File: src/design/wdg_pkg.sv
// Constants, register map and types of the watchdog block.
// Assumes a single 10 MHz APB clock and a separate power-on reset.
`default_nettype none
package wdg_pkg;
  localparam int unsigned PCLK_PERIOD_NS = 100;
  localparam int unsigned ACCESS_WINDOW_NS = 100000;
  // Longest allowed gap between the two writes, rounded down to whole cycles.
  localparam int unsigned ACCESS_WINDOW_CYC = ACCESS_WINDOW_NS / PCLK_PERIOD_NS;
  localparam int unsigned DIV_LOW = 256;
  localparam int unsigned DIV_HIGH = 16384;
  localparam int unsigned PRESC_W = 14;
  localparam int unsigned CNT_W = 16;

  localparam logic [7:0] OFF_CTRL0 = 8'h00;
  localparam logic [7:0] OFF_CTRL1 = 8'h04;
  localparam logic [7:0] OFF_STAT = 8'h08;
  localparam logic [7:0] OFF_IRQ_STAT = 8'h0c;
  localparam logic [7:0] OFF_IRQ_MASK = 8'h10;

  localparam int unsigned C0_INIT_BIT = 0;
  localparam int unsigned C0_LOCK_BIT = 1;
  localparam int unsigned C0_PW_LO = 2;
  localparam int unsigned C0_PW_HI = 7;
  localparam int unsigned C0_UPW_LO = 8;
  localparam int unsigned C0_UPW_HI = 15;
  localparam int unsigned C0_REL_LO = 16;
  localparam int unsigned C0_REL_HI = 31;
  localparam int unsigned C1_DIS_BIT = 0;
  localparam int unsigned C1_FSEL_BIT = 1;
  localparam int unsigned ST_MODE_LO = 2;
  localparam int unsigned ST_UNLOCK_BIT = 4;
  localparam int unsigned ST_CNT_LO = 16;

  localparam int unsigned IRQ_W = 3;
  localparam int unsigned IRQ_ACCERR = 0;
  localparam int unsigned IRQ_OVF = 1;
  localparam int unsigned IRQ_INITCHG = 2;

  localparam logic [5:0] FIXED_PW = 6'h31;
  localparam logic [7:0] USER_PW_RST = 8'h00;
  localparam logic [15:0] RELOAD_RST = 16'h0000;
  localparam logic [15:0] TIMEOUT_RELOAD = 16'hfffc;
  localparam logic [15:0] PREWARN_RELOAD = 16'hff00;
  localparam logic [15:0] CNT_MAX = 16'hffff;

  typedef enum logic [1:0] {
    WDG_NORMAL = 2'b00,
    WDG_TIMEOUT = 2'b01,
    WDG_PREWARN = 2'b11,
    WDG_RSTREQ = 2'b10
  } wdg_mode_t;
endpackage
`default_nettype wire

File: src/design/wdg_top.sv
// Watchdog with init-done protection line, prewarning and double reset detection.
// Assumes an APB3 master on pclk; presetn is the system reset, porst_n the power-on reset.
// Behaviour
// The counter advances once per 256 or once per 16384 clocks, as software selects.
// A proper modify access reloads the 16-bit counter from software's value, while time-out and prewarning use fixed values.
// While enabled, an unserviced watchdog ends in a system reset request.
// An error first raises the non-maskable interrupt and requests reset only after the prewarning period.
// The unit holds the init-done bit, drives it onto the protection line and flags every change of it.
// The control word changes only through two consecutive writes whose spacing the unit measures and bounds.
// The first-write password combines a fixed field with a software-defined field.
// A wrong password on the first write or wrong guard bits on the second start reset generation.
// Counter overflow starts reset generation.
// Software may disable the time-out function while password checking and init-done monitoring stay active; the code obeys disable in normal mode only.
// Two watchdog resets with no proper access between them hold the chip in reset until power-on reset.
// A second write arriving after the allowed window counts as an access error.
`timescale 1ns/1ps
`default_nettype none
module wdg_top #(
  parameter int unsigned ADDR_W = 8,
  parameter int unsigned DIV_LOW = wdg_pkg::DIV_LOW,
  parameter int unsigned DIV_HIGH = wdg_pkg::DIV_HIGH,
  parameter int unsigned WINDOW_CYC = wdg_pkg::ACCESS_WINDOW_CYC
) (
  input wire logic pclk,
  input wire logic presetn,
  input wire logic porst_n,
  input wire logic psel,
  input wire logic penable,
  input wire logic pwrite,
  input wire logic [ADDR_W-1:0] paddr,
  input wire logic [31:0] pwdata,
  output logic [31:0] prdata,
  output logic pready,
  output logic pslverr,
  output logic init_done_protect_bit,
  output logic nmi,
  output logic sys_reset_req,
  output logic reset_hold,
  output logic irq
);
  if (DIV_LOW < 2 || DIV_HIGH <= DIV_LOW || DIV_HIGH > (1 << wdg_pkg::PRESC_W)) begin : g_chk_div
    $error("wdg_top: divider values out of range");
  end
  if (WINDOW_CYC < 1 || WINDOW_CYC > 65535) begin : g_chk_win
    $error("wdg_top: access window out of range");
  end

  localparam logic [13:0] DIV_LOW_M1 = 14'(DIV_LOW - 1);
  localparam logic [13:0] DIV_HIGH_M1 = 14'(DIV_HIGH - 1);
  localparam logic [15:0] WIN_LOAD = 16'(WINDOW_CYC);

  function automatic logic hit(input logic [ADDR_W-1:0] a, input logic [7:0] off);
    hit = (a == ADDR_W'(off));
  endfunction

  wdg_pkg::wdg_mode_t mode_reg;
  logic [15:0] cnt_reg;
  logic [13:0] presc_reg;
  logic [15:0] reload_reg;
  logic [7:0] user_pw_reg;
  logic init_done_protect_bit_reg;
  logic unlocked_reg;
  logic [15:0] win_cnt_reg;
  logic disable_reg;
  logic fsel_reg;
  logic [wdg_pkg::IRQ_W-1:0] irq_stat_reg;
  logic [wdg_pkg::IRQ_W-1:0] irq_mask_reg;
  logic [31:0] prdata_reg;
  logic pready_reg;
  logic pslverr_reg;
  logic nmi_reg;
  logic sys_reset_req_reg;
  logic wdt_rst_seen_reg;
  logic reset_hold_reg;
  logic irq_reg;

  logic acc;
  logic wr_c0;
  logic wr_c1;
  logic first_wr;
  logic second_wr;
  logic pw_ok;
  logic guard_ok;
  logic in_window;
  logic good_mod;
  logic acc_err;
  logic counting;
  logic tick;
  logic ovf;
  logic err_evt;
  logic rst_evt;
  logic mapped;
  logic [31:0] rd_next;

  assign acc = psel & penable & pready_reg;
  assign wr_c0 = acc & pwrite & hit(paddr, wdg_pkg::OFF_CTRL0);
  assign wr_c1 = acc & pwrite & hit(paddr, wdg_pkg::OFF_CTRL1);
  assign first_wr = wr_c0 & ~unlocked_reg;
  assign second_wr = wr_c0 & unlocked_reg;
  // Fixed field plus the software-chosen byte, lock bit clear.
  assign pw_ok = (pwdata[wdg_pkg::C0_PW_HI:wdg_pkg::C0_PW_LO] == wdg_pkg::FIXED_PW)
    & ~pwdata[wdg_pkg::C0_LOCK_BIT]
    & (pwdata[wdg_pkg::C0_UPW_HI:wdg_pkg::C0_UPW_LO] == user_pw_reg);
  assign guard_ok = (pwdata[wdg_pkg::C0_PW_HI:wdg_pkg::C0_PW_LO] == wdg_pkg::FIXED_PW)
    & pwdata[wdg_pkg::C0_LOCK_BIT];
  assign in_window = (win_cnt_reg != 16'h0000);
  assign good_mod = second_wr & guard_ok & in_window;
  assign acc_err = (first_wr & ~pw_ok) | (second_wr & ~(guard_ok & in_window));
  // Disable only stops normal counting; the password path above stays live.
  assign counting = (mode_reg != wdg_pkg::WDG_RSTREQ)
    & ~((mode_reg == wdg_pkg::WDG_NORMAL) & disable_reg);
  assign tick = fsel_reg ? (presc_reg >= DIV_HIGH_M1) : (presc_reg >= DIV_LOW_M1);
  assign ovf = tick & counting & (cnt_reg == wdg_pkg::CNT_MAX);
  assign err_evt = (acc_err | ovf) & ((mode_reg == wdg_pkg::WDG_NORMAL)
    | (mode_reg == wdg_pkg::WDG_TIMEOUT));
  assign rst_evt = ovf & (mode_reg == wdg_pkg::WDG_PREWARN);

  always_ff @(posedge pclk or negedge presetn) begin
    if (!presetn) begin
      presc_reg <= 14'h0000;
    end else if (tick) begin
      presc_reg <= 14'h0000;
    end else begin
      presc_reg <= presc_reg + 14'h0001;
    end
  end

  // Reset starts in time-out mode with init-done clear, so boot code must close it in time.
  always_ff @(posedge pclk or negedge presetn) begin
    if (!presetn) begin
      mode_reg <= wdg_pkg::WDG_TIMEOUT;
      cnt_reg <= wdg_pkg::TIMEOUT_RELOAD;
    end else if (rst_evt) begin
      mode_reg <= wdg_pkg::WDG_RSTREQ;
    end else if (err_evt) begin
      mode_reg <= wdg_pkg::WDG_PREWARN;
      cnt_reg <= wdg_pkg::PREWARN_RELOAD;
    end else if (good_mod && mode_reg != wdg_pkg::WDG_PREWARN && mode_reg != wdg_pkg::WDG_RSTREQ) begin
      if (pwdata[wdg_pkg::C0_INIT_BIT]) begin
        mode_reg <= wdg_pkg::WDG_NORMAL;
        cnt_reg <= pwdata[wdg_pkg::C0_REL_HI:wdg_pkg::C0_REL_LO];
      end else begin
        mode_reg <= wdg_pkg::WDG_TIMEOUT;
        cnt_reg <= wdg_pkg::TIMEOUT_RELOAD;
      end
    end else if (tick && counting) begin
      cnt_reg <= cnt_reg + 16'h0001;
    end
  end

  always_ff @(posedge pclk or negedge presetn) begin
    if (!presetn) begin
      unlocked_reg <= 1'b0;
      win_cnt_reg <= 16'h0000;
    end else if (first_wr && pw_ok) begin
      unlocked_reg <= 1'b1;
      win_cnt_reg <= WIN_LOAD;
    end else if (second_wr) begin
      unlocked_reg <= 1'b0;
      win_cnt_reg <= 16'h0000;
    end else if (in_window) begin
      win_cnt_reg <= win_cnt_reg - 16'h0001;
    end
  end

  always_ff @(posedge pclk or negedge presetn) begin
    if (!presetn) begin
      init_done_protect_bit_reg <= 1'b0;
      reload_reg <= wdg_pkg::RELOAD_RST;
      user_pw_reg <= wdg_pkg::USER_PW_RST;
    end else if (good_mod) begin
      init_done_protect_bit_reg <= pwdata[wdg_pkg::C0_INIT_BIT];
      reload_reg <= pwdata[wdg_pkg::C0_REL_HI:wdg_pkg::C0_REL_LO];
      user_pw_reg <= pwdata[wdg_pkg::C0_UPW_HI:wdg_pkg::C0_UPW_LO];
    end
  end

  // The configuration word itself sits behind the init-done protection.
  always_ff @(posedge pclk or negedge presetn) begin
    if (!presetn) begin
      disable_reg <= 1'b0;
      fsel_reg <= 1'b0;
    end else if (wr_c1 && !init_done_protect_bit_reg) begin
      disable_reg <= pwdata[wdg_pkg::C1_DIS_BIT];
      fsel_reg <= pwdata[wdg_pkg::C1_FSEL_BIT];
    end
  end

  // Only bits that were actually returned by the read are cleared, and new events win.
  always_ff @(posedge pclk or negedge presetn) begin
    if (!presetn) begin
      irq_stat_reg <= '0;
      irq_mask_reg <= '0;
    end else begin
      irq_stat_reg <= (irq_stat_reg
        & ~((acc && !pwrite && hit(paddr, wdg_pkg::OFF_IRQ_STAT)) ?
            prdata_reg[wdg_pkg::IRQ_W-1:0] : '0))
        | {(good_mod && (init_done_protect_bit_reg != pwdata[wdg_pkg::C0_INIT_BIT])), ovf, acc_err};
      if (acc && pwrite && hit(paddr, wdg_pkg::OFF_IRQ_MASK)) begin
        irq_mask_reg <= pwdata[wdg_pkg::IRQ_W-1:0];
      end
    end
  end

  always_ff @(posedge pclk or negedge presetn) begin
    if (!presetn) begin
      nmi_reg <= 1'b0;
      sys_reset_req_reg <= 1'b0;
      irq_reg <= 1'b0;
    end else begin
      nmi_reg <= (mode_reg == wdg_pkg::WDG_PREWARN) | (mode_reg == wdg_pkg::WDG_RSTREQ) | err_evt;
      sys_reset_req_reg <= sys_reset_req_reg | rst_evt | reset_hold_reg;
      irq_reg <= |(irq_stat_reg & irq_mask_reg);
    end
  end

  // Survives system reset; a proper modify access or power-on reset forgets an earlier watchdog reset, and only power-on reset clears the hold.
  always_ff @(posedge pclk or negedge porst_n) begin
    if (!porst_n) begin
      wdt_rst_seen_reg <= 1'b0;
      reset_hold_reg <= 1'b0;
    end else if (rst_evt) begin
      wdt_rst_seen_reg <= 1'b1;
      reset_hold_reg <= reset_hold_reg | wdt_rst_seen_reg;
    end else if (good_mod) begin
      wdt_rst_seen_reg <= 1'b0;
    end
  end

  always_comb begin
    mapped = 1'b1;
    rd_next = 32'h0000_0000;
    if (hit(paddr, wdg_pkg::OFF_CTRL0)) begin
      rd_next[wdg_pkg::C0_INIT_BIT] = init_done_protect_bit_reg;
      rd_next[wdg_pkg::C0_LOCK_BIT] = unlocked_reg;
      rd_next[wdg_pkg::C0_UPW_HI:wdg_pkg::C0_UPW_LO] = user_pw_reg;
      rd_next[wdg_pkg::C0_REL_HI:wdg_pkg::C0_REL_LO] = reload_reg;
    end else if (hit(paddr, wdg_pkg::OFF_CTRL1)) begin
      rd_next[wdg_pkg::C1_DIS_BIT] = disable_reg;
      rd_next[wdg_pkg::C1_FSEL_BIT] = fsel_reg;
    end else if (hit(paddr, wdg_pkg::OFF_STAT)) begin
      rd_next[wdg_pkg::C0_INIT_BIT] = init_done_protect_bit_reg;
      rd_next[wdg_pkg::ST_MODE_LO+1:wdg_pkg::ST_MODE_LO] = mode_reg;
      rd_next[wdg_pkg::ST_UNLOCK_BIT] = unlocked_reg;
      rd_next[wdg_pkg::ST_CNT_LO+15:wdg_pkg::ST_CNT_LO] = cnt_reg;
    end else if (hit(paddr, wdg_pkg::OFF_IRQ_STAT)) begin
      rd_next[wdg_pkg::IRQ_W-1:0] = irq_stat_reg;
    end else if (hit(paddr, wdg_pkg::OFF_IRQ_MASK)) begin
      rd_next[wdg_pkg::IRQ_W-1:0] = irq_mask_reg;
    end else begin
      mapped = 1'b0;
    end
  end

  // Read data and error flags are registered in the setup phase, so the access phase completes without a wait state.
  always_ff @(posedge pclk or negedge presetn) begin
    if (!presetn) begin
      pready_reg <= 1'b0;
      pslverr_reg <= 1'b0;
      prdata_reg <= 32'h0000_0000;
    end else begin
      pready_reg <= psel & ~penable;
      if (psel && !penable) begin
        prdata_reg <= pwrite ? 32'h0000_0000 : rd_next;
        pslverr_reg <= ~mapped | (pwrite & (hit(paddr, wdg_pkg::OFF_STAT)
          | hit(paddr, wdg_pkg::OFF_IRQ_STAT)
          | (hit(paddr, wdg_pkg::OFF_CTRL1) & init_done_protect_bit_reg)));
      end
    end
  end

  assign prdata = prdata_reg;
  assign pready = pready_reg;
  assign pslverr = pslverr_reg;
  assign init_done_protect_bit = init_done_protect_bit_reg;
  assign nmi = nmi_reg;
  assign sys_reset_req = sys_reset_req_reg;
  assign reset_hold = reset_hold_reg;
  assign irq = irq_reg;
endmodule
`default_nettype wire

File: config.mk
export PLATFORM = sky130hd
export DESIGN_NAME = wdg_top
export DESIGN_NICKNAME = d
export VERILOG_FILES = /design/src/design/wdg_pkg.sv /design/src/design/wdg_top.sv
export SDC_FILE = /design/constraint.sdc
export NUM_CORES = 1
export LEC_CHECK = 0
export BUFFER_PORTS_ARGS = -buffer_cell sky130_fd_sc_hd__buf_2
export CAP_MARGIN = 10
export CORE_ASPECT_RATIO = 0.8
export CORE_MARGIN = 3
export CORE_UTILIZATION = 57
export DETAILED_ROUTE_END_ITERATION = 7
export GPL_ROUTABILITY_DRIVEN = 0
export PLACE_DENSITY_LB_ADDON = 0.15
export SKIP_CTS_REPAIR_TIMING = 1
export SYNTH_ARGS = -nofsm -noshare
export SYNTH_HDL_FRONTEND = slang
export SYNTH_SLANG_ARGS = --single-unit
File: constraint.sdc
create_clock -name pclk -period 3.2 [get_ports pclk]
set_input_delay 0.16 -clock pclk [delete_from_list [all_inputs] [get_ports pclk]]
set_output_delay 0.16 -clock pclk [all_outputs]
set_load 0.005 [all_outputs]
==> results of run 1 <==
## final timing paths
path	start	end	cells after the start
worst min register to register	sys_reset_req	sys_reset_req	1
worst min-delay path	pwdata[24]	cnt_reg[8]	3
max in group asynchronous	presetn	cnt_reg[15]	3
worst max-delay path	cnt_reg[0]	cnt_reg[0]	8
min in group asynchronous	porst_n	wdt_rst_seen_reg	2
worst max register to register	cnt_reg[0]	cnt_reg[0]	8
## per-stage QoR
step           worst slack [ps]  instance area [sq um]
2_1_floorplan               569                   5800
3_3_place_gp                350                   6380
3_5_place_dp                219                   6380
6_report                    270                   7000
4_1_cts                     309                   6960
5_1_grt                     101                   7000
## layer usage
metal	global-route usage [%]	wire (um)	vias up
met4	10.5	273	0
met1	37.5	6580	2374
met2	40.4	6780	214
li1	-	-	2255
met5	0	0	-
met3	7.93	1150	23
## cells in the final DEF, fill, tap and decap left out, drive strengths merged, types with 4 or more instances in the layout
cell,Yosys,layout
and2,4,4
nor3,16,16
or3,6,6
dfrtp,103,103
clkinv,0,6
dlygate4sd3,0,4
a222oi,17,17
nand4,9,9
mux2,27,27
xnor2,11,11
o2111ai,4,4
nand3b,6,6
a21oi,15,15
clkbuf,20,23
o22ai,7,7
nor4,11,11
dfstp,15,15
and3,5,5
o32ai,4,4
a31oi,5,5
xor2,20,20
inv,43,43
nand2,43,43
buf,7,94
nor2b,6,6
and4,4,4
a22o,13,13
nand3,24,24
nor2,54,54
o21ai,26,26
## worst max-delay path, delay by kind of cell (launching register included)
kind	cells	cell delay, ps
simple gates	4	1650
compound gates	3	520
flops	1	420
fa+ha+maj	1	230
## final cells by class
cell class              count  area share [%]
inverters                  43            2.31
clock buffers              23            7.11
well taps                 136            2.43
clock inverters             9            1.07
flip-flops and latches    118            42.4
repair buffers             98            7.97
multi-input cells         384            36.7
## power by group through the flow
stage	registers [uW]	clock network [uW]	logic, uW
finish	1590	1810	209
global route	1590	1910	234
floorplan	1590	0	107
detailed placement	1600	0	203
global placement	1600	0	199
CTS	1580	1840	206
## cells by family (layout without fill, tap and decap cells)
kind of cell	count (synthesis)	count (layout)	share of synthesized area (%)
AOI/OAI and AO/OA	116	116	14.9
adders and majority gates	3	3	0.648
and+or+nand+nor	201	201	17.8
xor gates and xnor gates	31	31	4.68
DFF	118	118	51.3
other	1	3	0.0647
buffers and inverters	70	173	4.86
muxes	30	30	5.76
==> metrics.yaml, run 1 <==
run_status:
  status: "completed"
logic_synthesis:
  syn_avg_cell_area_sq_um: 10.2
  synth_cell_types: 60
  async_flop_share_pct: 100
  ys_ff_latch: 118
  synth_common_cells: "dfrtp_1 (103), nor2_1 (54), inv_1 (43), nand2_1 (43), mux2_2 (27)"
  yosysMostFrequentCell: "dfrtp_1"
  seq_area_frac_synth_pct: 51.3
  synthesis.area_sq_mm: 0.00580
  synth_edf_count: 0
  yosysWarnings: 0
  yosysTopAreaCell: "dfrtp_1"
  synth_top_cell_area_share_pct: 44.5
  dominantRegCellSynth: "dfrtp_1"
  synth.area.top_cells: "dfrtp_1 (44%), dfstp_2 (6.8%), mux2_2 (5.2%)"
  netlist_instances: 570
worst_setup_path:
  critPathArrivalTime_ps: 3230
  crit_chain: "ha_1 > nand3_1 > or4b_2 > nor3_1 > a32oi_1 > nand3_1 > o221ai_1 > o21a_1"
  cpMaxStageDelayCell: "or4b_2"
  cpPeakStageDelay_ps: 790
  cp_common_cell: "nand3_1"
  worst-setup-path-type: "flip-flop to flip-flop"
  critPathMaxFanout: 10
  cp-start-kind: "flip-flop"
  cp.required_ps: 3500
  cp-end-kind: "flip-flop"
  reg2reg_setup_slack_ps: 270
timing:
  grt_setup_unrepaired: "false"
  period_minus_slack_ps: 2930
  setup_tns_ps: 0
  worst_pin_slew_ps: 815
  fin_crit_sh_pct: 91.6
  finalSetupViolations: 0
  max-slew-margin-rel_pct: 45.6
  whs_ps: 0.786
  clock.fmax_mhz: 341
  skew_ps: 7.76
  slew_violations: 0
  hold_viol: 0
die:
  die_h_um: 96.2
  die_area_sq_mm: 0.0114
  rows: 32
  ios: 85
  core_sq_mm: 0.00977
  die_w_um: 119
  start_util_pct: 59.3
power_and_ir_drop:
  p_int_uw: 2790
  swShare_pct: 22.6
  peakVddDrop_mv: 0.334
  p_leak_uw: 0.00333
  p_per_area_mw_per_mm2: 514
  pwr-share-seq_pct: 44.0
  power_uw: 3600
  p_switching_uw: 815
  power_frac_comb_pct: 5.8
  clockPowerShare_pct: 50.2
final_layout:
  fin_util_pct: 71.7
  synthToLayoutAreaGrowth_pct: 20.8
  largest_reg_flops: 29
  regArea_sq_mm: 0.00297
  multi_input_area_sq_mm: 0.00257
  instances_no_fill: 811
  fillers: 734
  drive_above_1_share_pct: 27.1
  n_antenna_cell: 0
  nets: 711
cts:
  cts_tree: "done"
  htreeDepth: 4
  clk_path_buf_depth: 2
  cts_num_sinks: 118
  clk-insertion-delay-late_ps: 410
  cts-root-buf: "clkbuf_16"
  cts_made_buffers: 17
  clk_pin_slew_ps: 50
global_route:
  antenna_found_initial: 0
  grt_max_degree: 60
  grt_pass1_wl_um: 23900
  grt_usage_pct: 27.0
  grt_pass1_vias: 4641
  gr-total-overflow: 0
drt:
  ant_nets: 0
  drt-initial-drc-count: 496
  viasPerCell: 6.00
  routed_wl_um: 14800
  drc: 0
  drt_pass1_iterations: 7
  routedWlPerCell_um: 18.2
  vias: 4866
placed_design:
  placed_cells: 775
  dp.final_hpwl_um: 10000
  portBuffers: 81
hold_path:
  worstHoldPathType: "input pin to flip-flop"
run:
  drv_cap: 0
Note: power is estimated with default switching activity, not from simulation.
==> run 2: changes to the inputs <==
CORE_UTILIZATION = 60   (was 57)
clock period = 3.7 ns   (was 3.2 ns; I/O delays follow)
==> metrics.yaml, run 2 (synthesis gave the netlist of run 1 again) <==
run_status:
  status: "completed"
worst_setup_path:
  critPathArrivalTime_ps: 3310
  path_depth: 7
  ff2ff_path_depth: 7
  cp-start-kind: "flip-flop"
  critPathLaunch: "win_cnt_reg[6]"
  crit_family: "simple AND/OR/NAND/NOR gates"
  worst-setup-path-type: "flip-flop to flip-flop"
  cp_num_buf_inv: 0
  crit_end: "cnt_reg[0]"
  crit_chain: "nor4_1 > nand4b_1 > o2111ai_1 > a32oi_1 > nand3_1 > o221ai_1 > o21a_1"
  regToRegStartpoint: "win_cnt_reg[6]"
  cp-end-kind: "flip-flop"
  cpPeakStageDelay_ps: 630
  cp.required_ps: 4000
  reg2reg_setup_slack_ps: 690
  reg2reg_to: "cnt_reg[0]"
  cpMaxStageDelayCell: "nor4_1"
  critPathMaxFanout: 10
timing:
  clock.fmax_mhz: 332
  finalSetupViolations: 0
  grt_setup_unrepaired: "false"
  skew_ps: 9.43
  setup_tns_ps: 0
  whs_ps: 14.7
  hold_viol: 0
  slew_violations: 0
  period_minus_slack_ps: 3010
  fin_crit_sh_pct: 81.3
  setup_ws_ps: 692
  worst_pin_slew_ps: 839
  max-slew-margin-rel_pct: 44.1
global_route:
  met1_usage_pct: 39.3
  grt_pass1_vias: 4911
  busiest_layer: "met2"
  grt_usage_pct: 28.8
  antenna_found_initial: 0
  gr-usage-met3_pct: 10.4
  grt_max_degree: 62
  grt_util_met2_pct: 44.2
  gr-total-overflow: 0
  grt_pass1_wl_um: 24300
die:
  start_util_pct: 62.8
  rows: 31
  die_area_sq_mm: 0.0109
  die_w_um: 116
  core_sq_mm: 0.00923
  ios: 85
  die_h_um: 93.9
drt:
  ant_nets: 0
  viasPerCell: 6.26
  vias: 4920
  drt-initial-drc-count: 563
  drt_pass1_iterations: 8
  routedWlPerCell_um: 18.7
  drc: 0
  routed_wl_um: 14700
power_and_ir_drop:
  p_per_area_mw_per_mm2: 487
  swShare_pct: 21.2
  pwr-share-seq_pct: 39.8
  p_leak_uw: 0.00335
  power_frac_comb_pct: 5.0
  p_int_uw: 2700
  clockPowerShare_pct: 55.2
  p_switching_uw: 728
  peakVddDrop_mv: 0.415
final_layout:
  mostFrequentLayoutCells: "dfrtp_1 (103), buf_2 (80), nor2_1 (54)"
  final_common_cell: "dfrtp_1"
  largest_reg_flops: 29
  n_antenna_cell: 0
  drive_above_1_share_pct: 26.7
  fin_util_pct: 76.3
  synthToLayoutAreaGrowth_pct: 21.5
  instances_no_fill: 786
  nets: 707
cts:
  clk-insertion-delay-late_ps: 420
  cts_tree: "done"
  cts_num_sinks: 118
  htreeDepth: 4
  clk_pin_slew_ps: 60
  cts-root-buf: "clkbuf_16"
  cts_made_buffers: 17
  clk_path_buf_depth: 2
placed_design:
  placed_cells: 752
  portBuffers: 81
  pre_cts_ws_ps: 767
  dp.final_hpwl_um: 10100
run:
  drv_cap: 0
hold_path:
  worstHoldPathType: "input pin to flip-flop"
-- run 2: cell count changes in the layout (fill, tap and decap cells not counted), sizes merged --
| cell | previous run | this run |
|---|---|---|
| clkbuf | 23 | 21 |
| clkinv | 6 | 3 |
| dlygate4sd3 | 4 | 2 |
| bufinv | 1 | 6 |
| buf | 94 | 92 |
-- run 2: cell type report --
type	instances	area, sq um
well taps	115	144
repair buffers	94	523
inverters	43	161
clock buffers	21	460
clock inverters	11	221
multi-input cells	384	2560
fillers	608	2190
flip-flops and latches	118	2970
-- run 2: how the worst min path moves through the flow --
stage / depth (start not counted) / slack [ps] / from / endpoint
finish: 2 / 10 / pwdata[2] / irq_mask_reg[2]
global route: 2 / 1 / pwdata[20] / reload_reg[4]
CTS: 1 / -460 / porst_n / wdt_rst_seen_reg
detailed placement: 1 / -30 / porst_n / wdt_rst_seen_reg
global placement: 1 / -30 / porst_n / reset_hold
floorplan: 0 / -110 / presetn / cnt_reg[0]
-- run 2: power by group through the flow --
| stage | Sequential, uW | Clock [uW] | Combinational (uW) |
|---|---|---|---|
| after floorplan | 1380 | 0 | 92.4 |
| final | 1370 | 1890 | 173 |
| after CTS | 1360 | 1900 | 172 |
| after global placement | 1380 | 0 | 165 |
| after detailed placement | 1380 | 0 | 171 |
| after global routing | 1370 | 1970 | 195 |
-- run 2: worst reg2reg max path, delay by kind of cell, from the launching register on --
kind / cells / cell delay (ps)
AOI/OAI and AO/OA: 4 / 1040
and+or+nand+nor: 3 / 1450
DFF: 1 / 410
-- run 2: layer usage --
metal | vias up | routed length, um
met5 | - | 0
met1 | 2458 | 6340
met2 | 208 | 6960
li1 | 2236 | -
met3 | 18 | 1250
met4 | 0 | 183
-- run 2: metrics by stage --
stage	power, uW	area (sq um)
floorplan	1470	5800
global placement	1550	6340
detailed placement	1560	6340
CTS	3440	7030
global route	3540	7050
finish	3430	7050
==> run 3: changes to the inputs <==
CORE_UTILIZATION = 52   (was 60)
clock period = 2.74 ns   (was 3.7 ns; I/O delays follow)
==> metrics.yaml, run 3 (synthesis gave the netlist of run 1 again) <==
run_status:
  status: "finished with violations"
  violations: "negative hold slack"
hold_path:
  whs_path_depth: 2
  worstHoldPathType: "input pin to flip-flop"
  hp-start: "pwdata[27]"
  min_to: "reload_reg[11]"
power_and_ir_drop:
  peakVddDrop_mv: 0.441
  clockPowerShare_pct: 50.7
  power_frac_comb_pct: 6.0
  p_leak_uw: 0.00349
  p_int_uw: 3320
  p_per_area_mw_per_mm2: 583
  power_uw: 4270
  pwr-share-seq_pct: 43.3
  swShare_pct: 22.4
  p_switching_uw: 956
drt:
  viasPerCell: 5.92
  drt_pass1_iterations: 8
  drt-initial-drc-count: 500
  routed_wl_um: 15200
  ant_nets: 0
  drc: 0
  routedWlPerCell_um: 17.9
  vias: 5029
die:
  start_util_pct: 54.8
  die_area_sq_mm: 0.0125
  ios: 85
  core_sq_mm: 0.0106
  die_w_um: 124
  rows: 33
  die_h_um: 100
final_layout:
  mostFrequentLayoutCells: "dfrtp_1 (103), buf_2 (80), nor2_1 (54)"
  final_common_cell: "dfrtp_1"
  n_antenna_cell: 0
  synthToLayoutAreaGrowth_pct: 26.4
  nets: 745
  drive_above_1_share_pct: 29.1
  largest_reg_flops: 29
worst_setup_path:
  reg2reg_setup_slack_ps: 240
  reg2reg_to: "cnt_reg[3]"
  ff2ff_path_depth: 8
  cp-start-kind: "flip-flop"
  critPathMaxFanout: 5
  path_depth: 8
  worst-setup-path-type: "flip-flop to flip-flop"
  cpMaxStageDelayCell: "or3_1"
  cp_num_buf_inv: 1
  regToRegStartpoint: "win_cnt_reg[2]"
  cpPeakStageDelay_ps: 450
  crit_chain: "or3_1 > nand4b_1 > o2111ai_2 > o2111ai_1 > o311ai_0 > buf_4 > nor2_1 > a221o_1"
  critPathArrivalTime_ps: 2830
  cp-end-kind: "flip-flop"
  crit_family: "compound AO/OA/AOI/OAI gates"
  cp.required_ps: 3070
global_route:
  gr-total-overflow: 0
  gr-usage-met3_pct: 7.21
  busiest_layer: "met2"
  grt_pass1_vias: 4834
  met1_usage_pct: 37.6
  antenna_found_initial: 0
  grt_util_met2_pct: 37.9
  grt_max_degree: 59
  grt_usage_pct: 25.6
  grt_pass1_wl_um: 24700
placed_design:
  portBuffers: 81
  dp.final_hpwl_um: 10600
timing:
  period_minus_slack_ps: 2500
  grt_setup_unrepaired: "false"
  clock.fmax_mhz: 400
  max-slew-margin-rel_pct: 61.0
  hold_viol: 4
  fin_crit_sh_pct: 91.3
  skew_ps: 11.6
  finalSetupViolations: 0
  slew_violations: 0
  setup_tns_ps: 0
  worst_pin_slew_ps: 580
  whs_ps: -5.30
cts:
  clk_pin_slew_ps: 60
  cts_tree: "done"
  cts-root-buf: "clkbuf_16"
  cts_num_sinks: 118
  clk_path_buf_depth: 2
  clk-insertion-delay-late_ps: 410
  htreeDepth: 4
  cts_made_buffers: 17
run:
  drv_cap: 0
[run 3: cell types whose count changed in the layout (fill, tap and decap cells not counted), sizes merged]
cell,delta
dlygate4sd3,+13
clkbuf,+3
bufinv,-4
clkinv,+1
buf,+25
[run 3: power by group through the flow]
| stage | registers (uW) | clock network [uW] | logic [uW] |
|---|---|---|---|
| after floorplan | 1860 | 0 | 125 |
| after global placement | 1870 | 0 | 235 |
| after detailed placement | 1870 | 0 | 241 |
| after CTS | 1850 | 2190 | 241 |
| after global routing | 1850 | 2270 | 292 |
| final | 1850 | 2170 | 257 |
[run 3: how the worst max path moves through the flow]
stage | endpoint | startpoint
final | cnt_reg[3] | win_cnt_reg[2]
after detailed placement | cnt_reg[15] | paddr[1]
after CTS | cnt_reg[11] | cnt_reg[9]
after floorplan | init_done_protect_bit | win_cnt_reg[6]
after global placement | cnt_reg[15] | paddr[1]
after global routing | cnt_reg[14] | win_cnt_reg[0]
[run 3: cell type report]
| type | instances | area (sq um) |
|---|---|---|
| fill | 806 | 3240 |
| sequential | 118 | 2970 |
| multi-input combinational | 384 | 2600 |
| timing repair buffer | 132 | 841 |
| clock buffer | 24 | 482 |
| tap | 140 | 175 |
| inverter | 43 | 161 |
| clock inverter | 8 | 98.8 |
[run 3: per-stage QoR]
| step | util [%] | cells | hold slack, ps | worst slack (ps) | instance area [sq um] |
|---|---|---|---|---|---|
| after CTS | 67.6 | 833 | -501 | 74.3 | 7140 |
| final | 69.3 | 849 | -5.30 | 239 | 7330 |
| after detailed placement | 62.1 | 801 | -74.7 | 43.0 | 6560 |
| after global placement | 62.1 | 801 | -77.0 | 116 | 6560 |
| after floorplan | - | 572 | -159 | 109 | 5800 |
| after global routing | 69.3 | 849 | 1.09 | 51.8 | 7330 |
[run 3: routing by layer]
metal | wire, um | share of wire (%)
met1 | 6840 | 45
met2 | 6940 | 46
met3 | 1260 | 8.3
met4 | 180 | 1.2
met5 | 0 | 0
